--- src/logic/ecx_defines.vh ---
// constants for the eight-bit execution core
`ifndef ECX_DEFINES_VH
`define ECX_DEFINES_VH

// ==============================
// register memory placement
`define ECX_ADDR_B 8'hF0
`define ECX_ADDR_X 8'hF1
`define ECX_ADDR_SP 8'hF2
`define ECX_ADDR_SEG 8'hF3

// ==============================
// reset values and fixed addresses
`define ECX_SP_RESET 8'h6F
`define ECX_VEC_TABLE 15'h01E0
`define ECX_INT_ENTRY 15'h00FF
`define ECX_JP_BIAS 15'h001F
`define ECX_PC_ONE 15'h0001

// ==============================
// opcode classes, held in opcode bits 7..4
`define ECX_CL_ALU_IMM 4'h1
`define ECX_CL_ALU_DIR 4'h2
`define ECX_CL_ALU_IB 4'h3
`define ECX_CL_ALU_IX 4'h4
`define ECX_CL_ACC 4'h5
`define ECX_CL_BIT 4'h6
`define ECX_CL_LDBS 4'h7
`define ECX_CL_COND 4'h8
`define ECX_CL_CTRL 4'h9
`define ECX_CL_LDX 4'hA
`define ECX_JP_TAG 2'h3
`define ECX_BIT_SET_POS 3

// ==============================
// alu operations
`define ECX_ALU_ADD 4'h0
`define ECX_ALU_ADC 4'h1
`define ECX_ALU_SUBTRACT_WITH_CARRY_OP 4'h2
`define ECX_ALU_AND 4'h3
`define ECX_ALU_OR 4'h4
`define ECX_ALU_XOR 4'h5
`define ECX_ALU_RRC 4'h6
`define ECX_ALU_RLC 4'h7
`define ECX_ALU_SWAP 4'h8

// ==============================
// sub-operations, opcode bits 3..0
`define ECX_ACC_CLR 4'h3
`define ECX_ACC_SC 4'h4
`define ECX_ACC_RC 4'h5
`define ECX_ACC_IFC 4'h6
`define ECX_ACC_IFNC 4'h7
`define ECX_COND_EQ 4'h0
`define ECX_COND_NE 4'h1
`define ECX_COND_GT 4'h2
`define ECX_COND_ANDSZ 4'h3
`define ECX_COND_EQ_B 4'h4
`define ECX_CTRL_JSR 4'h0
`define ECX_CTRL_RET 4'h1
`define ECX_CTRL_RETURN_AND_SKIP_OP 4'h2
`define ECX_CTRL_RETURN_FROM_INTERRUPT_OP 4'h3
`define ECX_CTRL_VIS 4'h4
`define ECX_CTRL_JMPL 4'h5
`define ECX_CTRL_LDPCL 4'h6
`define ECX_LDX_A_IMM 4'h0
`define ECX_LDX_A_DIR 4'h1
`define ECX_LDX_XCH_B 4'h2
`define ECX_LDX_B_IMM 4'h3
`define ECX_LDX_X_IMM 4'h4
`define ECX_LDX_A_IX 4'h5

`endif

--- src/logic/ecx_alu.v ---
// accumulator arithmetic, logic, rotate and swap
`timescale 1ns/10ps
`include "ecx_defines.vh"

module ecx_alu (
  input wire [3:0] alu_op,
  input wire [7:0] acc,
  input wire [7:0] operand,
  input wire carry_in,
  output reg [7:0] result,
  output reg carry_out,
  output reg half_out,
  output reg carry_upd,
  output reg half_upd
);

  // ==============================
  // shared adder; subtract is add of the complement plus carry
  wire is_sub = (alu_op == `ECX_ALU_SUBTRACT_WITH_CARRY_OP);
  wire [7:0] m_eff = is_sub ? ~operand : operand;
  wire cin_eff = (alu_op == `ECX_ALU_ADD) ? 1'b0 : carry_in;
  wire [8:0] sum9 = {1'b0, acc} + {1'b0, m_eff} + {8'h00, cin_eff};
  wire [4:0] nib5 = {1'b0, acc[3:0]} + {1'b0, m_eff[3:0]} + {4'h0, cin_eff};

  always @* begin
    result = acc;
    carry_out = carry_in;
    half_out = 1'b0;
    carry_upd = 1'b0;
    half_upd = 1'b0;
    case (alu_op)
      `ECX_ALU_ADD, `ECX_ALU_ADC, `ECX_ALU_SUBTRACT_WITH_CARRY_OP: begin
        // RULE_12 - carry and half carry
        result = sum9[7:0];
        carry_out = sum9[8];
        half_out = nib5[4];
        carry_upd = (alu_op != `ECX_ALU_ADD);
        half_upd = (alu_op != `ECX_ALU_ADD);
      end
      `ECX_ALU_AND: result = acc & operand;
      `ECX_ALU_OR: result = acc | operand;
      // RULE_05 - full bitwise xor
      `ECX_ALU_XOR: result = acc ^ operand;
      // RULE_06 - rotates through carry
      `ECX_ALU_RRC: begin
        result = {carry_in, acc[7:1]};
        carry_out = acc[0];
        carry_upd = 1'b1;
      end
      `ECX_ALU_RLC: begin
        result = {acc[6:0], carry_in};
        carry_out = acc[7];
        carry_upd = 1'b1;
      end
      // RULE_06 - nibble exchange
      `ECX_ALU_SWAP: result = {acc[3:0], acc[7:4]};
      default: result = acc;
    endcase
  end

endmodule // ecx_alu

--- src/logic/ecx_decode.v ---
// instruction length decode from the opcode byte
`timescale 1ns/10ps
`include "ecx_defines.vh"

module ecx_decode (
  input wire [7:0] opcode,
  output reg [1:0] instr_len
);

  always @* begin
    instr_len = 2'd1;
    if (opcode[7:6] != `ECX_JP_TAG) begin
      case (opcode[7:4])
        `ECX_CL_ALU_IMM, `ECX_CL_ALU_DIR: instr_len = 2'd2;
        `ECX_CL_COND: instr_len = (opcode[3:0] <= `ECX_COND_ANDSZ) ? 2'd2 : 2'd1;
        `ECX_CL_CTRL: begin
          if (opcode[3:0] == `ECX_CTRL_JSR || opcode[3:0] == `ECX_CTRL_JMPL)
            instr_len = 2'd3;
        end
        `ECX_CL_LDX: begin
          if (opcode[3:0] == `ECX_LDX_A_IMM || opcode[3:0] == `ECX_LDX_A_DIR ||
              opcode[3:0] == `ECX_LDX_B_IMM || opcode[3:0] == `ECX_LDX_X_IMM)
            instr_len = 2'd2;
        end
        default: instr_len = 2'd1;
      endcase
    end
  end

endmodule // ecx_decode

--- src/logic/ecx_core.v ---
// eight-bit core: fetch, skip, stack, interrupt dispatch and execution
//
// Notes on behaviour
// RULE_01 - a skipped instruction is still fetched, then executed as a no-op
// RULE_02 - true condition runs next instruction; false condition skips it
// RULE_03 - subroutine call pushes program counter before loading target
// RULE_04 - all returns pop top of stack into program counter
// RULE_05 - xor is fully bitwise; xor with all ones complements accumulator
// RULE_06 - rotate right/left through carry and nibble swap of accumulator
// RULE_07 - set or clear one memory bit, number 0 to 7, others kept
// RULE_08 - program counter is 15 bits: 7-bit upper and 8-bit lower part
// RULE_09 - register memory at F0..F3 holds both pointers and stack pointer
// RULE_10 - status word holds carry, half carry and interrupt enable bits
// RULE_11 - alu operand is direct byte, byte at first pointer, or immediate
// RULE_12 - add with carry sets carry out and half carry from bit 3
// RULE_13 - both pointers address data memory indirectly for operands
// RULE_14 - vector select reads two adjacent program bytes into program counter
// RULE_15 - short immediate load of first pointer clears its high nibble
// RULE_16 - one-byte relative jump spans -31 to +32 from its own address
// RULE_17 - one pending-skip flag, set by failed test, cleared after squash
`timescale 1ns/10ps
`include "ecx_defines.vh"

module ecx_core (
  input wire clk,
  input wire reset,
  output reg [14:0] pmem_addr,
  input wire [7:0] pmem_rdata,
  output reg [7:0] dmem_addr,
  output reg [7:0] dmem_wdata,
  output reg dmem_we,
  input wire [7:0] dmem_rdata,
  input wire int_request,
  input wire [3:0] int_vector_index,
  output reg int_ack,
  output reg [7:0] accumulator,
  output reg [7:0] first_index_pointer,
  output reg [7:0] second_index_pointer,
  output reg [7:0] segment_select,
  output reg [7:0] stack_pointer,
  output reg [6:0] program_counter_high,
  output reg [7:0] program_counter_low,
  output reg carry_flag,
  output reg half_carry_flag,
  output reg global_interrupt_enable,
  output reg skip_pending
);

  // ==============================
  // states
  localparam S_FETCH = 5'd0;
  localparam S_DECODE = 5'd1;
  localparam S_OPND1 = 5'd2;
  localparam S_OPND2 = 5'd3;
  localparam S_DISPATCH = 5'd4;
  localparam S_MEMRD = 5'd5;
  localparam S_EXEC = 5'd6;
  localparam S_WRITE = 5'd7;
  localparam S_PUSHLO = 5'd8;
  localparam S_PUSHHI = 5'd9;
  localparam S_JUMP = 5'd10;
  localparam S_POP1 = 5'd11;
  localparam S_POP2 = 5'd12;
  localparam S_POP3 = 5'd13;
  localparam S_VIS1 = 5'd14;
  localparam S_VIS2 = 5'd15;
  localparam S_VIS3 = 5'd16;

  reg [4:0] state;
  reg [4:0] ret_state;
  reg [7:0] opcode;
  reg [7:0] imm1;
  reg [7:0] imm2;
  reg [7:0] operand;
  reg [7:0] w_addr;
  reg [7:0] w_data;
  reg [7:0] byte_high;
  reg [14:0] instr_pc;
  reg [14:0] target;

  // ==============================
  // helpers
  wire [14:0] pc_full = {program_counter_high, program_counter_low};
  wire [14:0] pc_plus1 = pc_full + `ECX_PC_ONE;
  wire [3:0] op_class = opcode[7:4];
  wire [3:0] op_sub = opcode[3:0];
  wire is_jp = (opcode[7:6] == `ECX_JP_TAG);
  wire [1:0] fetched_len;
  wire [1:0] skip_extra = fetched_len - 2'd1;
  // RULE_16 - field 0..63 biased to -31..+32
  wire [14:0] jp_target = instr_pc + {9'h000, opcode[5:0]} - `ECX_JP_BIAS;
  // RULE_14 - two-byte vectors, adjacent addresses
  wire [14:0] vec_addr = `ECX_VEC_TABLE + {10'h000, int_vector_index, 1'b0};

  ecx_decode u_decode (
    .opcode(pmem_rdata),
    .instr_len(fetched_len)
  );

  reg [3:0] alu_op;
  always @* begin
    if (op_class == `ECX_CL_ACC)
      alu_op = `ECX_ALU_RRC + {2'b00, op_sub[1:0]};
    else
      alu_op = {1'b0, op_sub[2:0]};
  end

  wire [7:0] alu_result;
  wire alu_carry;
  wire alu_half;
  wire alu_carry_upd;
  wire alu_half_upd;

  ecx_alu u_alu (
    .alu_op(alu_op),
    .acc(accumulator),
    .operand(operand),
    .carry_in(carry_flag),
    .result(alu_result),
    .carry_out(alu_carry),
    .half_out(alu_half),
    .carry_upd(alu_carry_upd),
    .half_upd(alu_half_upd)
  );

  // RULE_07 - one bit replaced, others kept
  wire [7:0] bit_result;
  genvar gi;
  generate
    for (gi = 0; gi < 8; gi = gi + 1) begin : g_bit
      assign bit_result[gi] = (op_sub[2:0] == gi) ? op_sub[`ECX_BIT_SET_POS] : operand[gi];
    end
  endgenerate

  // RULE_09 - register memory answers from core registers
  reg [7:0] rd_val;
  always @* begin
    case (dmem_addr)
      `ECX_ADDR_B: rd_val = first_index_pointer;
      `ECX_ADDR_X: rd_val = second_index_pointer;
      `ECX_ADDR_SP: rd_val = stack_pointer;
      `ECX_ADDR_SEG: rd_val = segment_select;
      default: rd_val = dmem_rdata;
    endcase
  end

  // RULE_02 - condition evaluation
  reg cond_true;
  always @* begin
    case (op_sub)
      `ECX_COND_EQ, `ECX_COND_EQ_B: cond_true = (accumulator == operand);
      `ECX_COND_NE: cond_true = (accumulator != operand);
      `ECX_COND_GT: cond_true = (accumulator > operand);
      `ECX_COND_ANDSZ: cond_true = ((accumulator & operand) != 8'h00);
      default: cond_true = 1'b1;
    endcase
  end

  // ==============================
  // sequencer
  always @(posedge clk) begin
    if (reset) begin
      state <= S_FETCH;
      ret_state <= S_FETCH;
      opcode <= 8'h00;
      imm1 <= 8'h00;
      imm2 <= 8'h00;
      operand <= 8'h00;
      w_addr <= 8'h00;
      w_data <= 8'h00;
      byte_high <= 8'h00;
      instr_pc <= 15'h0000;
      target <= 15'h0000;
      pmem_addr <= 15'h0000;
      dmem_addr <= 8'h00;
      dmem_wdata <= 8'h00;
      dmem_we <= 1'b0;
      int_ack <= 1'b0;
      accumulator <= 8'h00;
      first_index_pointer <= 8'h00;
      second_index_pointer <= 8'h00;
      segment_select <= 8'h00;
      stack_pointer <= `ECX_SP_RESET;
      program_counter_high <= 7'h00;
      program_counter_low <= 8'h00;
      carry_flag <= 1'b0;
      half_carry_flag <= 1'b0;
      global_interrupt_enable <= 1'b0;
      skip_pending <= 1'b0;
    end else begin
      dmem_we <= 1'b0;
      int_ack <= 1'b0;
      case (state)
        S_FETCH: begin
          // interrupts wait until a pending squash is done
          if (global_interrupt_enable && int_request && !skip_pending) begin
            // RULE_10 - enable dropped on entry
            global_interrupt_enable <= 1'b0;
            int_ack <= 1'b1;
            target <= `ECX_INT_ENTRY;
            state <= S_PUSHLO;
          end else begin
            pmem_addr <= pc_full;
            instr_pc <= pc_full;
            {program_counter_high, program_counter_low} <= pc_plus1;
            state <= S_DECODE;
          end
        end
        S_DECODE: begin
          opcode <= pmem_rdata;
          if (skip_pending) begin
            // RULE_01 - fetched, operands stepped over, no effect
            // RULE_17 - flag cleared once squashed
            skip_pending <= 1'b0;
            {program_counter_high, program_counter_low} <= pc_full + {13'h0000, skip_extra};
            state <= S_FETCH;
          end else if (fetched_len != 2'd1) begin
            pmem_addr <= pc_full;
            {program_counter_high, program_counter_low} <= pc_plus1;
            state <= S_OPND1;
          end else begin
            state <= S_DISPATCH;
          end
        end
        S_OPND1: begin
          imm1 <= pmem_rdata;
          if (op_class == `ECX_CL_CTRL) begin
            pmem_addr <= pc_full;
            {program_counter_high, program_counter_low} <= pc_plus1;
            state <= S_OPND2;
          end else begin
            state <= S_DISPATCH;
          end
        end
        S_OPND2: begin
          imm2 <= pmem_rdata;
          state <= S_DISPATCH;
        end
        S_DISPATCH: begin
          state <= S_FETCH;
          if (is_jp) begin
            {program_counter_high, program_counter_low} <= jp_target;
          end else begin
            case (op_class)
              // RULE_11 - immediate, direct or first pointer operand
              `ECX_CL_ALU_IMM: begin
                operand <= imm1;
                state <= S_EXEC;
              end
              `ECX_CL_ALU_DIR: begin
                dmem_addr <= imm1;
                state <= S_MEMRD;
              end
              // RULE_13 - either pointer addresses the operand
              `ECX_CL_ALU_IB, `ECX_CL_BIT: begin
                dmem_addr <= first_index_pointer;
                state <= S_MEMRD;
              end
              `ECX_CL_ALU_IX: begin
                dmem_addr <= second_index_pointer;
                state <= S_MEMRD;
              end
              `ECX_CL_ACC: begin
                case (op_sub)
                  `ECX_ACC_CLR: accumulator <= 8'h00;
                  `ECX_ACC_SC: carry_flag <= 1'b1;
                  `ECX_ACC_RC: carry_flag <= 1'b0;
                  // RULE_02 - carry tests
                  `ECX_ACC_IFC: skip_pending <= ~carry_flag;
                  `ECX_ACC_IFNC: skip_pending <= carry_flag;
                  default: begin
                    accumulator <= alu_result;
                    if (alu_carry_upd)
                      carry_flag <= alu_carry;
                  end
                endcase
              end
              // RULE_15 - high nibble forced to zero
              `ECX_CL_LDBS: first_index_pointer <= {4'h0, op_sub};
              `ECX_CL_COND: begin
                if (op_sub == `ECX_COND_EQ_B) begin
                  dmem_addr <= first_index_pointer;
                  state <= S_MEMRD;
                end else begin
                  operand <= imm1;
                  state <= S_EXEC;
                end
              end
              `ECX_CL_CTRL: begin
                case (op_sub)
                  `ECX_CTRL_JSR: begin
                    target <= {imm1[6:0], imm2};
                    state <= S_PUSHLO;
                  end
                  `ECX_CTRL_RET, `ECX_CTRL_RETURN_AND_SKIP_OP, `ECX_CTRL_RETURN_FROM_INTERRUPT_OP: state <= S_POP1;
                  `ECX_CTRL_VIS: state <= S_VIS1;
                  `ECX_CTRL_JMPL: {program_counter_high, program_counter_low} <= {imm1[6:0], imm2};
                  // RULE_08 - lower part altered alone
                  `ECX_CTRL_LDPCL: program_counter_low <= accumulator;
                  default: state <= S_FETCH;
                endcase
              end
              `ECX_CL_LDX: begin
                case (op_sub)
                  `ECX_LDX_A_IMM: accumulator <= imm1;
                  `ECX_LDX_A_DIR: begin
                    dmem_addr <= imm1;
                    state <= S_MEMRD;
                  end
                  `ECX_LDX_XCH_B: begin
                    dmem_addr <= first_index_pointer;
                    state <= S_MEMRD;
                  end
                  `ECX_LDX_B_IMM: first_index_pointer <= imm1;
                  `ECX_LDX_X_IMM: second_index_pointer <= imm1;
                  `ECX_LDX_A_IX: begin
                    dmem_addr <= second_index_pointer;
                    state <= S_MEMRD;
                  end
                  default: state <= S_FETCH;
                endcase
              end
              default: state <= S_FETCH;
            endcase
          end
        end
        S_MEMRD: begin
          operand <= rd_val;
          state <= S_EXEC;
        end
        S_EXEC: begin
          state <= S_FETCH;
          case (op_class)
            `ECX_CL_ALU_IMM, `ECX_CL_ALU_DIR, `ECX_CL_ALU_IB, `ECX_CL_ALU_IX: begin
              accumulator <= alu_result;
              if (alu_carry_upd)
                carry_flag <= alu_carry;
              if (alu_half_upd)
                half_carry_flag <= alu_half;
            end
            // RULE_02 - failed test arms the skip
            // RULE_17 - single pending flag
            `ECX_CL_COND: skip_pending <= ~cond_true;
            `ECX_CL_BIT: begin
              w_addr <= dmem_addr;
              w_data <= bit_result;
              ret_state <= S_FETCH;
              state <= S_WRITE;
            end
            `ECX_CL_LDX: begin
              accumulator <= operand;
              if (op_sub == `ECX_LDX_XCH_B) begin
                w_addr <= dmem_addr;
                w_data <= accumulator;
                ret_state <= S_FETCH;
                state <= S_WRITE;
              end
            end
            default: state <= S_FETCH;
          endcase
        end
        S_WRITE: begin
          // RULE_09 - writes to pointer addresses land in core registers
          case (w_addr)
            `ECX_ADDR_B: first_index_pointer <= w_data;
            `ECX_ADDR_X: second_index_pointer <= w_data;
            `ECX_ADDR_SP: stack_pointer <= w_data;
            `ECX_ADDR_SEG: segment_select <= w_data;
            default: begin
              dmem_addr <= w_addr;
              dmem_wdata <= w_data;
              dmem_we <= 1'b1;
            end
          endcase
          state <= ret_state;
        end
        // RULE_03 - push low then high, jump afterwards
        S_PUSHLO: begin
          w_addr <= stack_pointer;
          w_data <= program_counter_low;
          stack_pointer <= stack_pointer - 8'h01;
          ret_state <= S_PUSHHI;
          state <= S_WRITE;
        end
        S_PUSHHI: begin
          w_addr <= stack_pointer;
          w_data <= {1'b0, program_counter_high};
          stack_pointer <= stack_pointer - 8'h01;
          ret_state <= S_JUMP;
          state <= S_WRITE;
        end
        S_JUMP: begin
          {program_counter_high, program_counter_low} <= target;
          state <= S_FETCH;
        end
        // RULE_04 - pop high then low into program counter
        S_POP1: begin
          stack_pointer <= stack_pointer + 8'h01;
          dmem_addr <= stack_pointer + 8'h01;
          state <= S_POP2;
        end
        S_POP2: begin
          byte_high <= rd_val;
          stack_pointer <= stack_pointer + 8'h01;
          dmem_addr <= stack_pointer + 8'h01;
          state <= S_POP3;
        end
        S_POP3: begin
          {program_counter_high, program_counter_low} <= {byte_high[6:0], rd_val};
          if (op_sub == `ECX_CTRL_RETURN_AND_SKIP_OP)
            skip_pending <= 1'b1;
          if (op_sub == `ECX_CTRL_RETURN_FROM_INTERRUPT_OP)
            global_interrupt_enable <= 1'b1;
          state <= S_FETCH;
        end
        // RULE_14 - vector upper byte then lower byte
        S_VIS1: begin
          pmem_addr <= vec_addr;
          state <= S_VIS2;
        end
        S_VIS2: begin
          byte_high <= pmem_rdata;
          pmem_addr <= pmem_addr + `ECX_PC_ONE;
          state <= S_VIS3;
        end
        S_VIS3: begin
          {program_counter_high, program_counter_low} <= {byte_high[6:0], pmem_rdata};
          state <= S_FETCH;
        end
        default: state <= S_FETCH;
      endcase
    end
  end

endmodule // ecx_core

--- config.mk ---
export PLATFORM = sky130hd
export DESIGN_NAME = ecx_core
export DESIGN_NICKNAME = d
export VERILOG_FILES = /design/src/logic/ecx_alu.v /design/src/logic/ecx_decode.v /design/src/logic/ecx_core.v
export VERILOG_INCLUDE_DIRS = /design/src /design/src/logic
export SDC_FILE = /design/constraint.sdc
export NUM_CORES = 1
export LEC_CHECK = 0
export BUFFER_PORTS_ARGS = -buffer_cell sky130_fd_sc_hd__buf_2
export CAP_MARGIN = 5
export CELL_PAD_IN_SITES_DETAIL_PLACEMENT = 0
export CELL_PAD_IN_SITES_GLOBAL_PLACEMENT = 1
export CORE_MARGIN = 8
export CORE_UTILIZATION = 45
export DETAILED_ROUTE_END_ITERATION = 12
export PLACE_DENSITY = 0.86
export SKIP_LAST_GASP = 1
export SYNTH_ARGS = -nofsm -noshare
export SYNTH_HDL_FRONTEND = slang
export SYNTH_SLANG_ARGS = --single-unit
--- constraint.sdc ---
create_clock -name clk -period 5.6 [get_ports clk]
set_input_delay 0.56 -clock clk [delete_from_list [all_inputs] [get_ports clk]]
set_output_delay 0.56 -clock clk [all_outputs]
set_load 0.05 [all_outputs]
==> results of run 1 <==
logic make-up (layout without fill, tap and decap cells):
group / Yosys count / in the layout / synth area share (%)
adder cells (fa/ha/maj): 62 / 62 / 5.940
AO/OA/AOI/OAI: 511 / 511 / 25.67
XOR/XNOR: 40 / 40 / 2.583
buffers and inverters: 202 / 237 / 6.299
AND/OR/NAND/NOR: 663 / 663 / 22.67
flip-flops: 185 / 185 / 27.30
multiplexers: 113 / 113 / 9.537
cells in the mapped netlist (all sizes together), types with 11 or more instances:
library cell / instances
a211oi: 73
a21o: 14
a21oi: 136
a221oi: 19
a22oi: 29
a311oi: 20
and2: 11
buf: 58
clkbuf: 81
dfxtp: 185
ha: 58
inv: 62
mux2i: 91
mux4: 12
nand2: 207
nand2b: 12
nand3: 50
nor2: 234
nor2b: 12
nor3: 50
nor4: 12
o21ai: 92
or3: 14
xnor2: 22
xor2: 18
area by class of cell:
type | instances | area, um2
timing repair buffer | 142 | 787.0
clock inverter | 14 | 180.2
fill | 2956 | 14790
inverter | 63 | 236.5
sequential | 185 | 3704
clock buffer | 18 | 429.2
tap | 390 | 488.0
multi-input combinational | 1389 | 9025
worst max-delay path, stage by stage, from the launching register on:
cell,delay [ps]
sky130_fd_sc_hd__dfxtp_1,310
sky130_fd_sc_hd__buf_4,240
sky130_fd_sc_hd__nor4bb_1,340
sky130_fd_sc_hd__buf_4,210
sky130_fd_sc_hd__ha_1,440
sky130_fd_sc_hd__nor2b_1,240
sky130_fd_sc_hd__nand2_1,330
sky130_fd_sc_hd__xnor2_1,250
sky130_fd_sc_hd__fa_1,480
sky130_fd_sc_hd__fa_1,460
sky130_fd_sc_hd__a211oi_1,300
sky130_fd_sc_hd__o21bai_1,120
sky130_fd_sc_hd__a21oi_1,180
sky130_fd_sc_hd__xor2_1,180
sky130_fd_sc_hd__nor2_1,60
sky130_fd_sc_hd__o41ai_1,400
sky130_fd_sc_hd__a311oi_1,140
cells in the final DEF, fill, tap and decap left out, types with 11 or more instances in the layout:
cell type / netlist / layout
sky130_fd_sc_hd__a21oi_1: 133 / 133
sky130_fd_sc_hd__nor2_1: 232 / 232
sky130_fd_sc_hd__nor3_1: 46 / 46
sky130_fd_sc_hd__xnor2_1: 22 / 22
sky130_fd_sc_hd__mux4_2: 12 / 12
sky130_fd_sc_hd__a211oi_1: 71 / 71
sky130_fd_sc_hd__clkbuf_16: 0 / 17
sky130_fd_sc_hd__nand2b_1: 12 / 12
sky130_fd_sc_hd__a22oi_1: 29 / 29
sky130_fd_sc_hd__inv_1: 62 / 62
sky130_fd_sc_hd__dfxtp_1: 185 / 185
sky130_fd_sc_hd__a221oi_1: 19 / 19
sky130_fd_sc_hd__buf_4: 2 / 28
sky130_fd_sc_hd__buf_2: 39 / 113
sky130_fd_sc_hd__xor2_1: 18 / 18
sky130_fd_sc_hd__nor4_1: 12 / 12
sky130_fd_sc_hd__or3_1: 12 / 12
sky130_fd_sc_hd__mux2i_1: 91 / 91
sky130_fd_sc_hd__nor2b_1: 12 / 11
sky130_fd_sc_hd__nand3_1: 49 / 49
sky130_fd_sc_hd__nand2_1: 205 / 205
sky130_fd_sc_hd__a311oi_1: 20 / 20
sky130_fd_sc_hd__o21ai_0: 91 / 91
sky130_fd_sc_hd__ha_1: 58 / 58
sky130_fd_sc_hd__a21o_1: 14 / 14
metrics by stage:
stage / hold slack [ps] / instance area [um2] / setup slack (ps) / instances
2_1_floorplan: 431.6 / 13570 / 1284 / 1776
3_3_place_gp: 438.4 / 14240 / 1048 / 2169
5_1_grt: 433.4 / 14850 / 379.9 / 2201
6_report: 447.4 / 14850 / 781.7 / 2201
4_1_cts: 423.3 / 14850 / 831.5 / 2201
3_5_place_dp: 444.8 / 14240 / 902.3 / 2169
per-layer routing:
metal / routed length [um] / GRT usage [%] / part of all wire (%) / vias to the layer above
met2: 23070 / 43.45 / 45 / 770
met4: 1852 / 11.09 / 3.6 / 0
met5: 0 / 0 / 0 / -
met1: 21940 / 37.22 / 42 / 6861
li1: - / - / - / 6542
met3: 4898 / 6.023 / 9.5 / 137
report_power, final:
group	internal [mW]	total [mW]	switching (mW)	leakage [nW]
Sequential	1.47	1.85	0.376	1.50
Clock	0.715	1.30	0.589	0.304
Combinational	1.01	2.98	1.96	3.94
Total	3.20	6.13	2.93	5.74
worst max path at each step:
stage,from,depth (start not counted),slack (ps),to
after global routing,opcode[6],16,380,accumulator[6]
after CTS,opcode[6],16,830,accumulator[6]
after global placement,opcode[6],16,1050,accumulator[6]
final,opcode[6],16,780,accumulator[6]
after detailed placement,opcode[6],16,900,accumulator[6]
after floorplan,opcode[6],17,1280,accumulator[6]
==> Implementation_results.wiki, run 1 <==
{| class="wikitable"
! Metric !! Value
|-
| Overflow left after global routing || 0
|-
| #FFs+latches synth || 185
|-
| WP data arrival || 5130 ps
|-
| Cell at the root of the clock tree || sky130_fd_sc_hd__clkbuf_16
|-
| Sum of negative setup slack || 0 ps
|-
| Number of antenna violations at the first check in global routing || 0
|-
| Skew final || 17.68 ps
|-
| Count of buffers from port buffering || 114
|-
| Height of the die || 189.6 um
|-
| Number of global-route vias before repair || 13,230
|-
| Die footprint || 0.03596 mm2
|-
| Startpoint type of the worst setup path || register
|-
| Largest voltage drop on the vdd net || 0.2499 mV
|-
| Leakage Power || 5.745 nW
|-
| Number of max-cap violations || 0
|-
| Vias after detailed routing || 14,310
|-
| Total I/O pin count || 115
|-
| Reg2Reg Depth || 16
|-
| Critical path start-end classification || register to register
|-
| Die Width || 189.6 um
|-
| Routability-driven placement congestion ratio || 0.9329
|-
| Hold Crit Depth || 3
|-
| Total GRT Usage || 27.93%
|-
| Regs by FF count || instr_pc (15), pmem_addr (15), target (15)
|-
| Library cell occupying the most area in the post-synthesis netlist || sky130_fd_sc_hd__dfxtp_1
|-
| Share of the clock period used by the worst path after layout || 86.04%
|-
| # hold bufs at CTS || 0
|-
| Pwr per Cell Area || 412.8 mW/mm2
|-
| End point of the worst hold path || imm1[1]
|-
| Worst reg2reg startpoint || opcode[6]
|-
| Clk slew on worst S/H paths || 70 ps
|-
| Inserted Clock Buffers || 17
|-
| Slew Limit Fails || 0
|-
| Total setup violations reported at the end of the flow || 0
|-
| Mapped Cells || 1,776
|-
| Netlist Area Pre-Place || 0.01357 mm2
|-
| Layout Area Growth over Synthesis || 9.463%
|-
| Initial core utilization || 45.77%
|-
| Reg-to-reg critical path endpoint || accumulator[6]
|-
| Count of antenna diodes in the layout || 0
|-
| Total Nets Final || 1,883
|-
| Primary FF master, synth || sky130_fd_sc_hd__dfxtp_1
|-
| Yosys warning total || 0
|-
| Path category of the worst min-delay check || input port to register
|-
| Insertion delay to the later sink of the worst-skew pair || 460 ps
|-
| Area of the core || 0.02964 mm2
|-
| Max H-tree Level || 4
|-
| Largest driver fanout on the critical path || 23
|-
| Post-DR wirelength/cell || 23.52 um
|-
| Maximum operating frequency || 207.5 MHz
|-
| Via count normalized by instance count || 6.502
|-
| Proportion of synthesized flip-flops having asynchronous set or reset || 0%
|-
| Count of flip-flops with a built-in enable after synthesis || 0
|-
| Mapped Nets || 1,861
|-
| Drt drc || 0
|-
| Post-route minimum period || 4818 ps
|-
| Sequential fraction of the synthesis area || 27.30%
|-
| Worst reg-to-reg setup slack || 780 ps
|-
| CTS Sinks || 185
|-
| Violation count after the first detailed-route iteration || 1,760
|-
| Slew at the pin closest to its max-slew limit || 1159 ps
|-
| Post-synth cell types || 95
|-
| Fraction of layout cells with a size suffix above 1 || 13.09%
|-
| CTS tree || built
|-
| Relative slew slack || 22.74%
|-
| Total setup buffers inserted after CTS || 0
|-
| CTS-repair resized insts || 0
|-
| Hold Violations, Final || 0
|-
| Half-perimeter wire length after placement || 36,660 um
|-
| Final cell utilization of the core || 50.10%
|-
| Number of rows created at floorplan || 63
|-
| Count of TritonRoute iterations in the first routing pass || 6
|-
| Crit path capture type || register
|-
| Wire length of the first global-routing pass || 79,170 um
|-
| Unrepaired setup endpoints after global routing || false
|-
| Pwr Total || 6.130 mW
|-
| Clk buf depth || 2
|-
| Result of the run || finished, final reports clean
|-
| Worst hold path startpoint || pmem_rdata[1]
|-
| Synth area leaders || sky130_fd_sc_hd__dfxtp_1, sky130_fd_sc_hd__mux2i_1, sky130_fd_sc_hd__nor2_1
|-
| WL final || 51,760 um
|-
| Average cell area after synthesis || 7.638 um2
|-
| WP data required || 5910 ps
|-
| Proportion of netlist area held by the largest area contributor || 27.30%
|-
| Largest net degree at the start of global routing || 111
|-
| Number of antenna-violating nets in the routed design || 0
|}
No activity file was read; power rests on OpenSTA's default activity.
==> run 2: changes to the inputs <==
BUFFER_PORTS_ARGS = not set   (was -buffer_cell sky130_fd_sc_hd__buf_2)
CORE_UTILIZATION = 48   (was 45)
DONT_BUFFER_PORTS = 1   (was not set)
==> run 2 against run 1 <==
Against the previous run: clock power down 3%; sequential power hardly changed; highest routed layer unchanged; first-iteration DRC count rose by 0.63%.
==> Implementation_results.wiki, run 2 (same netlist as run 1, synthesis figures left out) <==
{| class="wikitable"
! Metric !! Value
|-
| Wire length on met2 || 22,570 um
|-
| Fraction of layout cells with a size suffix above 1 || 7.850%
|-
| Routed metal-1 wire length || 20,460 um
|-
| WL final || 50,190 um
|-
| Pwr Total || 6.015 mW
|-
| Area of all sequential standard cells || 0.003704 mm2
|-
| Count of TritonRoute iterations in the first routing pass || 8
|-
| Post-DR wirelength/cell || 24.06 um
|-
| Slew Limit Fails || 0
|-
| Count of buffers from port buffering || 0
|-
| Crit path capture type || register
|-
| Total setup violations reported at the end of the flow || 0
|-
| Number of global-route vias before repair || 12,620
|-
| Overflow left after global routing || 0
|-
| Placed cells || 2,054
|-
| Max H-tree Level || 4
|-
| Initial core utilization || 48.83%
|-
| Largest driver fanout on the critical path || 21
|-
| Routed met3 length || 5219 um
|-
| Combinational fraction of design power || 47.7%
|-
| Number of max-cap violations || 0
|-
| Half-perimeter wire length after placement || 35,490 um
|-
| Skew final || 14.41 ps
|-
| Total GRT Usage || 28.86%
|-
| Switching Fraction || 48.33%
|-
| Final cell utilization of the core || 51.57%
|-
| Fin area || 0.01433 mm2
|-
| CTS tree || built
|-
| Leakage Power || 5.223 nW
|-
| Post-place setup slack || 968.7 ps
|-
| Post-layout worst setup margin || 868.7 ps
|-
| Cell at the root of the clock tree || sky130_fd_sc_hd__clkbuf_16
|-
| WP data arrival || 5050 ps
|-
| Top library cells by usage in the layout, fill and taps aside || sky130_fd_sc_hd__nor2_1, sky130_fd_sc_hd__nand2_1, sky130_fd_sc_hd__dfxtp_1
|-
| Relative slew slack || 19.84%
|-
| Path category of the worst min-delay check || input port to register
|-
| Number of rows created at floorplan || 61
|-
| Share of the clock period used by the worst path after layout || 84.49%
|-
| Hold Violations, Final || 0
|-
| Drt drc || 0
|-
| Layout Area Growth over Synthesis || 5.608%
|-
| Violation count after the first detailed-route iteration || 1,771
|-
| Number of fill cells || 2,754
|-
| Regs by FF count || instr_pc (15), pmem_addr (15), target (15)
|-
| CTS-repair resized insts || 0
|-
| Result of the run || finished, final reports clean
|-
| Height of the die || 184.1 um
|-
| Switching component of the power || 2.907 mW
|-
| Area of the multi-input gates || 0.009016 mm2
|-
| Finished Layout Cells || 2,086
|-
| WP data required || 5920 ps
|-
| Routability-driven placement congestion ratio || 0.9336
|-
| Startpoint type of the worst setup path || register
|-
| Sum of negative setup slack || 0 ps
|-
| Total I/O pin count || 115
|-
| Unrepaired setup endpoints after global routing || false
|-
| Clk buf depth || 2
|-
| Most common cell after layout, fill and taps aside || sky130_fd_sc_hd__nor2_1
|-
| Smallest hold slack || 181.4 ps
|-
| Slew at the pin closest to its max-slew limit || 1202 ps
|-
| Critical path start-end classification || register to register
|-
| Number of antenna-violating nets in the routed design || 0
|-
| Clk slew on worst S/H paths || 80 ps
|-
| Insertion delay to the later sink of the worst-skew pair || 460 ps
|-
| Post-route minimum period || 4731 ps
|-
| Via count normalized by instance count || 6.565
|-
| Pwr per Cell Area || 419.9 mW/mm2
|-
| Placed cell area || 0.01372 mm2
|-
| Largest net degree at the start of global routing || 186
|-
| Wire length of the first global-routing pass || 76,490 um
|-
| Sequential group share of total power || 31.3%
|-
| Total Nets Final || 1,780
|-
| Internal || 3.108 mW
|-
| Area of the core || 0.02778 mm2
|-
| Part of the total power dissipated in the clock network || 21.0%
|-
| Vias after detailed routing || 13,690
|-
| Die Width || 184.1 um
|-
| Die footprint || 0.03390 mm2
|-
| Total setup buffers inserted after CTS || 0
|-
| Number of antenna violations at the first check in global routing || 0
|-
| Uppermost layer routed || met4
|-
| Maximum operating frequency || 211.4 MHz
|-
| # hold bufs at CTS || 0
|-
| Largest voltage drop on the vdd net || 0.2256 mV
|-
| Inserted Clock Buffers || 17
|-
| CTS Sinks || 185
|}
-- run 2: final cells by class --
| class | instances | area share [%] |
|---|---|---|
| clock buffers | 17 | 2.969 |
| well taps | 378 | 3.301 |
| inverters | 63 | 1.651 |
| clock inverters | 14 | 1.231 |
| repair buffers | 39 | 2.044 |
| flip-flops and latches | 185 | 25.85 |
| multi-input cells | 1389 | 62.93 |
| diodes | 1 | 0.01747 |
-- run 2: path summary, 6_finish.rpt --
kind / startpoint / to / slack, ps / cells after the start
setup / recovery: opcode[7] / accumulator[6] / 870 / 15
hold / removal: reset / pmem_addr[13] / 180 / 1
setup reg to reg: opcode[7] / accumulator[6] / 870 / 15
hold reg to reg: target[9] / target[9] / 460 / 2
-- run 2: critical path, cell delays in order (launching register included) --
cell,delay [ps]
sky130_fd_sc_hd__dfxtp_1,820
sky130_fd_sc_hd__nor4bb_1,140
sky130_fd_sc_hd__buf_4,200
sky130_fd_sc_hd__ha_1,290
sky130_fd_sc_hd__nor2b_1,220
sky130_fd_sc_hd__nand2_1,310
sky130_fd_sc_hd__xnor2_1,240
sky130_fd_sc_hd__fa_1,470
sky130_fd_sc_hd__fa_1,450
sky130_fd_sc_hd__a211oi_1,340
sky130_fd_sc_hd__o21bai_1,130
sky130_fd_sc_hd__a21oi_1,190
sky130_fd_sc_hd__xor2_1,180
sky130_fd_sc_hd__nor2_1,70
sky130_fd_sc_hd__o41ai_1,410
sky130_fd_sc_hd__a311oi_1,140
-- run 2: power by group through the flow --
stage	combinational, mW	clock, mW	sequential (mW)
after floorplan	2.07	0	1.89
after global routing	3.11	1.33	1.90
final	2.87	1.26	1.88
after detailed placement	2.79	0	1.91
after CTS	2.81	1.28	1.87
after global placement	2.76	0	1.90
-- run 2: metal layers --
layer	vias to the layer above	track usage (%)
met5	-	0
met4	0	12.39
met3	149	7.442
met2	710	45.36
met1	6508	36.98
li1	6327	-
==> run 3: changes to the inputs <==
ABC_AREA = 1   (was not set)
CORE_UTILIZATION = 41   (was 48)
PLACE_DENSITY = 0.82   (was 0.86)
clock period = 4.2 ns   (was 5.6 ns; I/O delays follow)
==> run 3 against run 2 <==
Against the previous run: synthesized cell count up 18%; synthesized area fell by 2.1%; sequential power up 66%; final area shrank 0.84%; maximum frequency up 25%; core utilization decreased by 7.5 points; clock power is 29% higher; total power is 68% higher; critical path type unchanged.
==> Implementation_results.wiki, run 3 <==
{| class="wikitable"
! Metric !! Value
|-
| Result of the run || finished, final reports clean
|-
| Sequential group share of total power || 30.8%
|-
| Area of the core || 0.03221 mm2
|-
| Total setup violations reported at the end of the flow || 0
|-
| Count of antenna diodes in the layout || 0
|-
| Reg2Reg Depth || 19
|-
| Hold Violations, Final || 0
|-
| Post-DR wirelength/cell || 21.95 um
|-
| Finished Layout Cells || 2,490
|-
| Slew at the pin closest to its max-slew limit || 1111 ps
|-
| Most used standard cells in the synthesized netlist || sky130_fd_sc_hd__nand2_1, sky130_fd_sc_hd__inv_1, sky130_fd_sc_hd__o21ai_0
|-
| Placed cells || 2,458
|-
| Wire length of the first global-routing pass || 83,210 um
|-
| Placed cell area || 0.01364 mm2
|-
| WP data arrival || 4120 ps
|-
| Top library cells by usage in the layout, fill and taps aside || sky130_fd_sc_hd__nand2_1, sky130_fd_sc_hd__inv_1, sky130_fd_sc_hd__o21ai_0
|-
| Crit path capture type || register
|-
| Max H-tree Level || 4
|-
| WL final || 54,660 um
|-
| Regs by FF count || instr_pc (15), pmem_addr (15), target (15)
|-
| WP data required || 4540 ps
|-
| CTS tree || built
|-
| Number of antenna-violating nets in the routed design || 0
|-
| Top-count cell post-synth || sky130_fd_sc_hd__nand2_1
|-
| Layout Area Growth over Synthesis || 6.942%
|-
| Pwr Total || 10.13 mW
|-
| Total I/O pin count || 115
|-
| Largest voltage drop on the vdd net || 0.4053 mV
|-
| Final cell utilization of the core || 44.11%
|-
| Total GRT Usage || 27.71%
|-
| Skew final || 12.25 ps
|-
| Mapped Nets || 2,187
|-
| Proportion of netlist area held by the largest area contributor || 27.88%
|-
| Sequential fraction of the synthesis area || 27.88%
|-
| Post-synth cell types || 59
|-
| Vias after detailed routing || 14,920
|-
| Mapped Cells || 2,102
|-
| Share of the clock period used by the worst path after layout || 90.00%
|-
| Unrepaired setup endpoints after global routing || false
|-
| Switching Fraction || 54.89%
|-
| Initial core utilization || 41.25%
|-
| Inserted Clock Buffers || 17
|-
| Violation count after the first detailed-route iteration || 1,771
|-
| Clk buf depth || 2
|-
| CTS Sinks || 185
|-
| Count of flip-flops with a built-in enable after synthesis || 0
|-
| Slew Limit Fails || 0
|-
| Die Width || 196 um
|-
| Startpoint type of the worst setup path || register
|-
| Height of the die || 196 um
|-
| Pwr per Cell Area || 713.2 mW/mm2
|-
| Number of global-route vias before repair || 13,750
|-
| Average cell area after synthesis || 6.320 um2
|-
| Combinational fraction of design power || 53.0%
|-
| Number of rows created at floorplan || 66
|-
| Insertion delay to the later sink of the worst-skew pair || 460 ps
|-
| Critical path start-end classification || register to register
|-
| Clk slew on worst S/H paths || 80 ps
|-
| Most common cell after layout, fill and taps aside || sky130_fd_sc_hd__nand2_1
|-
| Internal || 4.571 mW
|-
| Drt drc || 0
|-
| # hold bufs at CTS || 0
|-
| Primary FF master, synth || sky130_fd_sc_hd__dfxtp_1
|-
| Largest driver fanout on the critical path || 9
|-
| Via count normalized by instance count || 5.993
|-
| Total setup buffers inserted after CTS || 0
|-
| Cell at the root of the clock tree || sky130_fd_sc_hd__clkbuf_16
|-
| Fraction of layout cells with a size suffix above 1 || 6.676%
|-
| Maximum operating frequency || 264.6 MHz
|-
| Part of the total power dissipated in the clock network || 16.1%
|-
| Path category of the worst min-delay check || input port to register
|-
| #FFs+latches synth || 185
|-
| Count of TritonRoute iterations in the first routing pass || 6
|-
| Half-perimeter wire length after placement || 40,950 um
|-
| Relative slew slack || 25.77%
|-
| Hold Crit Depth || 1
|-
| Proportion of synthesized flip-flops having asynchronous set or reset || 0%
|-
| Synth area leaders || sky130_fd_sc_hd__dfxtp_1, sky130_fd_sc_hd__nand2_1, sky130_fd_sc_hd__o21ai_0
|-
| Switching component of the power || 5.561 mW
|-
| Die footprint || 0.03842 mm2
|-
| Largest net degree at the start of global routing || 69
|-
| Total Nets Final || 2,154
|-
| Routability-driven placement congestion ratio || 1.000
|-
| Leakage Power || 5.968 nW
|-
| Number of antenna violations at the first check in global routing || 0
|-
| Yosys warning total || 0
|-
| Post-route minimum period || 3780 ps
|-
| Overflow left after global routing || 0
|-
| Netlist Area Pre-Place || 0.01328 mm2
|-
| Fin area || 0.01421 mm2
|-
| Count of buffers from port buffering || 0
|-
| Library cell occupying the most area in the post-synthesis netlist || sky130_fd_sc_hd__dfxtp_1
|-
| Sum of negative setup slack || 0 ps
|-
| Number of max-cap violations || 0
|}
-- run 3: cell types whose count changed after synthesis, moves of 32 or more --
| cell | delta |
|---|---|
| sky130_fd_sc_hd__a211oi_1 | -58 |
| sky130_fd_sc_hd__a21oi_1 | +65 |
| sky130_fd_sc_hd__clkbuf_1 | -32 |
| sky130_fd_sc_hd__inv_1 | +183 |
| sky130_fd_sc_hd__inv_2 | +37 |
| sky130_fd_sc_hd__mux2i_1 | -91 |
| sky130_fd_sc_hd__nand2_1 | +207 |
| sky130_fd_sc_hd__nand3_1 | +88 |
| sky130_fd_sc_hd__o21ai_0 | +130 |
-- run 3: worst max-delay path, cell delays in order (launching register included) --
cell and delay (ps):
sky130_fd_sc_hd__dfxtp_1 460, sky130_fd_sc_hd__inv_2 100, sky130_fd_sc_hd__nor2_4 140, sky130_fd_sc_hd__nand2_1 160, sky130_fd_sc_hd__inv_1 90, sky130_fd_sc_hd__ha_2 260, sky130_fd_sc_hd__clkinvlp_4 200, sky130_fd_sc_hd__nand3_2 140
sky130_fd_sc_hd__xor2_1 170, sky130_fd_sc_hd__inv_1 80, sky130_fd_sc_hd__fa_1 440, sky130_fd_sc_hd__fa_1 430, sky130_fd_sc_hd__nand3_1 130, sky130_fd_sc_hd__nand2_1 80, sky130_fd_sc_hd__a21boi_0 240, sky130_fd_sc_hd__nor2_1 80
sky130_fd_sc_hd__o21ai_0 150, sky130_fd_sc_hd__a21oi_1 100, sky130_fd_sc_hd__o21bai_1 150, sky130_fd_sc_hd__a21oi_1 80
-- run 3: path summary, 6_finish.rpt --
path	startpoint	to	slack (ps)
min	reset	segment_select[5]	50
max	opcode[4]	carry_flag	420
min reg2reg	target[0]	target[0]	470
max reg2reg	opcode[4]	carry_flag	420
-- run 3: cells by family after synthesis --
family / after synthesis / share of synthesized area (%)
adder cells (fa/ha/maj): 62 / 6.066
AND/OR/NAND/NOR: 863 / 28.13
XOR/XNOR: 28 / 1.846
AO/OA/AOI/OAI: 601 / 25.45
flip-flops: 185 / 27.88
buffers and inverters: 363 / 10.62
-- run 3: area by class of cell --
class                   count  area (um2)
fillers                  3436       18000
multi-input cells        1554        8172
flip-flops and latches    185        3704
inverters                 287        1082
well taps                 408       510.5
clock buffers              22       474.2
repair buffers             24       180.2
clock inverters            10       83.83
-- run 3: metrics by stage --
| stage | setup WS (ps) | hold slack, ps |
|---|---|---|
| floorplan | 611.7 | 439.5 |
| global placement | 483.0 | 444.1 |
| detailed placement | 355.9 | 453.4 |
| CTS | 351.2 | 23.60 |
| global route | 77.04 | 37.53 |
| finish | 420.2 | 51.48 |
-- run 3: per-layer routing --
| layer | vias up | wire length (um) | share of wire [%] | track usage (%) |
|---|---|---|---|---|
| met5 | - | 0 | 0 | 0 |
| met4 | 0 | 2300 | 4.2 | 12.72 |
| met3 | 125 | 5531 | 10 | 5.826 |
| met2 | 783 | 24180 | 44 | 42.81 |
| met1 | 6971 | 22650 | 41 | 36.57 |
| li1 | 7043 | - | - | - |
-- run 3: what timing repair did --
action | in CTS | in global routing
setup endpoints to repair | 0 | 2
endpoints found under the hold margin | 0 | 0
gates resized for setup | 0 | 2
-- run 3: power groups by stage --
stage / clock network, mW / registers, mW / logic (mW)
6_report: 1.63 / 3.12 / 5.37
2_1_floorplan: 0 / 3.04 / 3.86
4_1_cts: 1.64 / 3.11 / 5.27
3_5_place_dp: 0 / 3.15 / 5.24
5_1_grt: 1.70 / 3.16 / 5.99
3_3_place_gp: 0 / 3.14 / 5.18
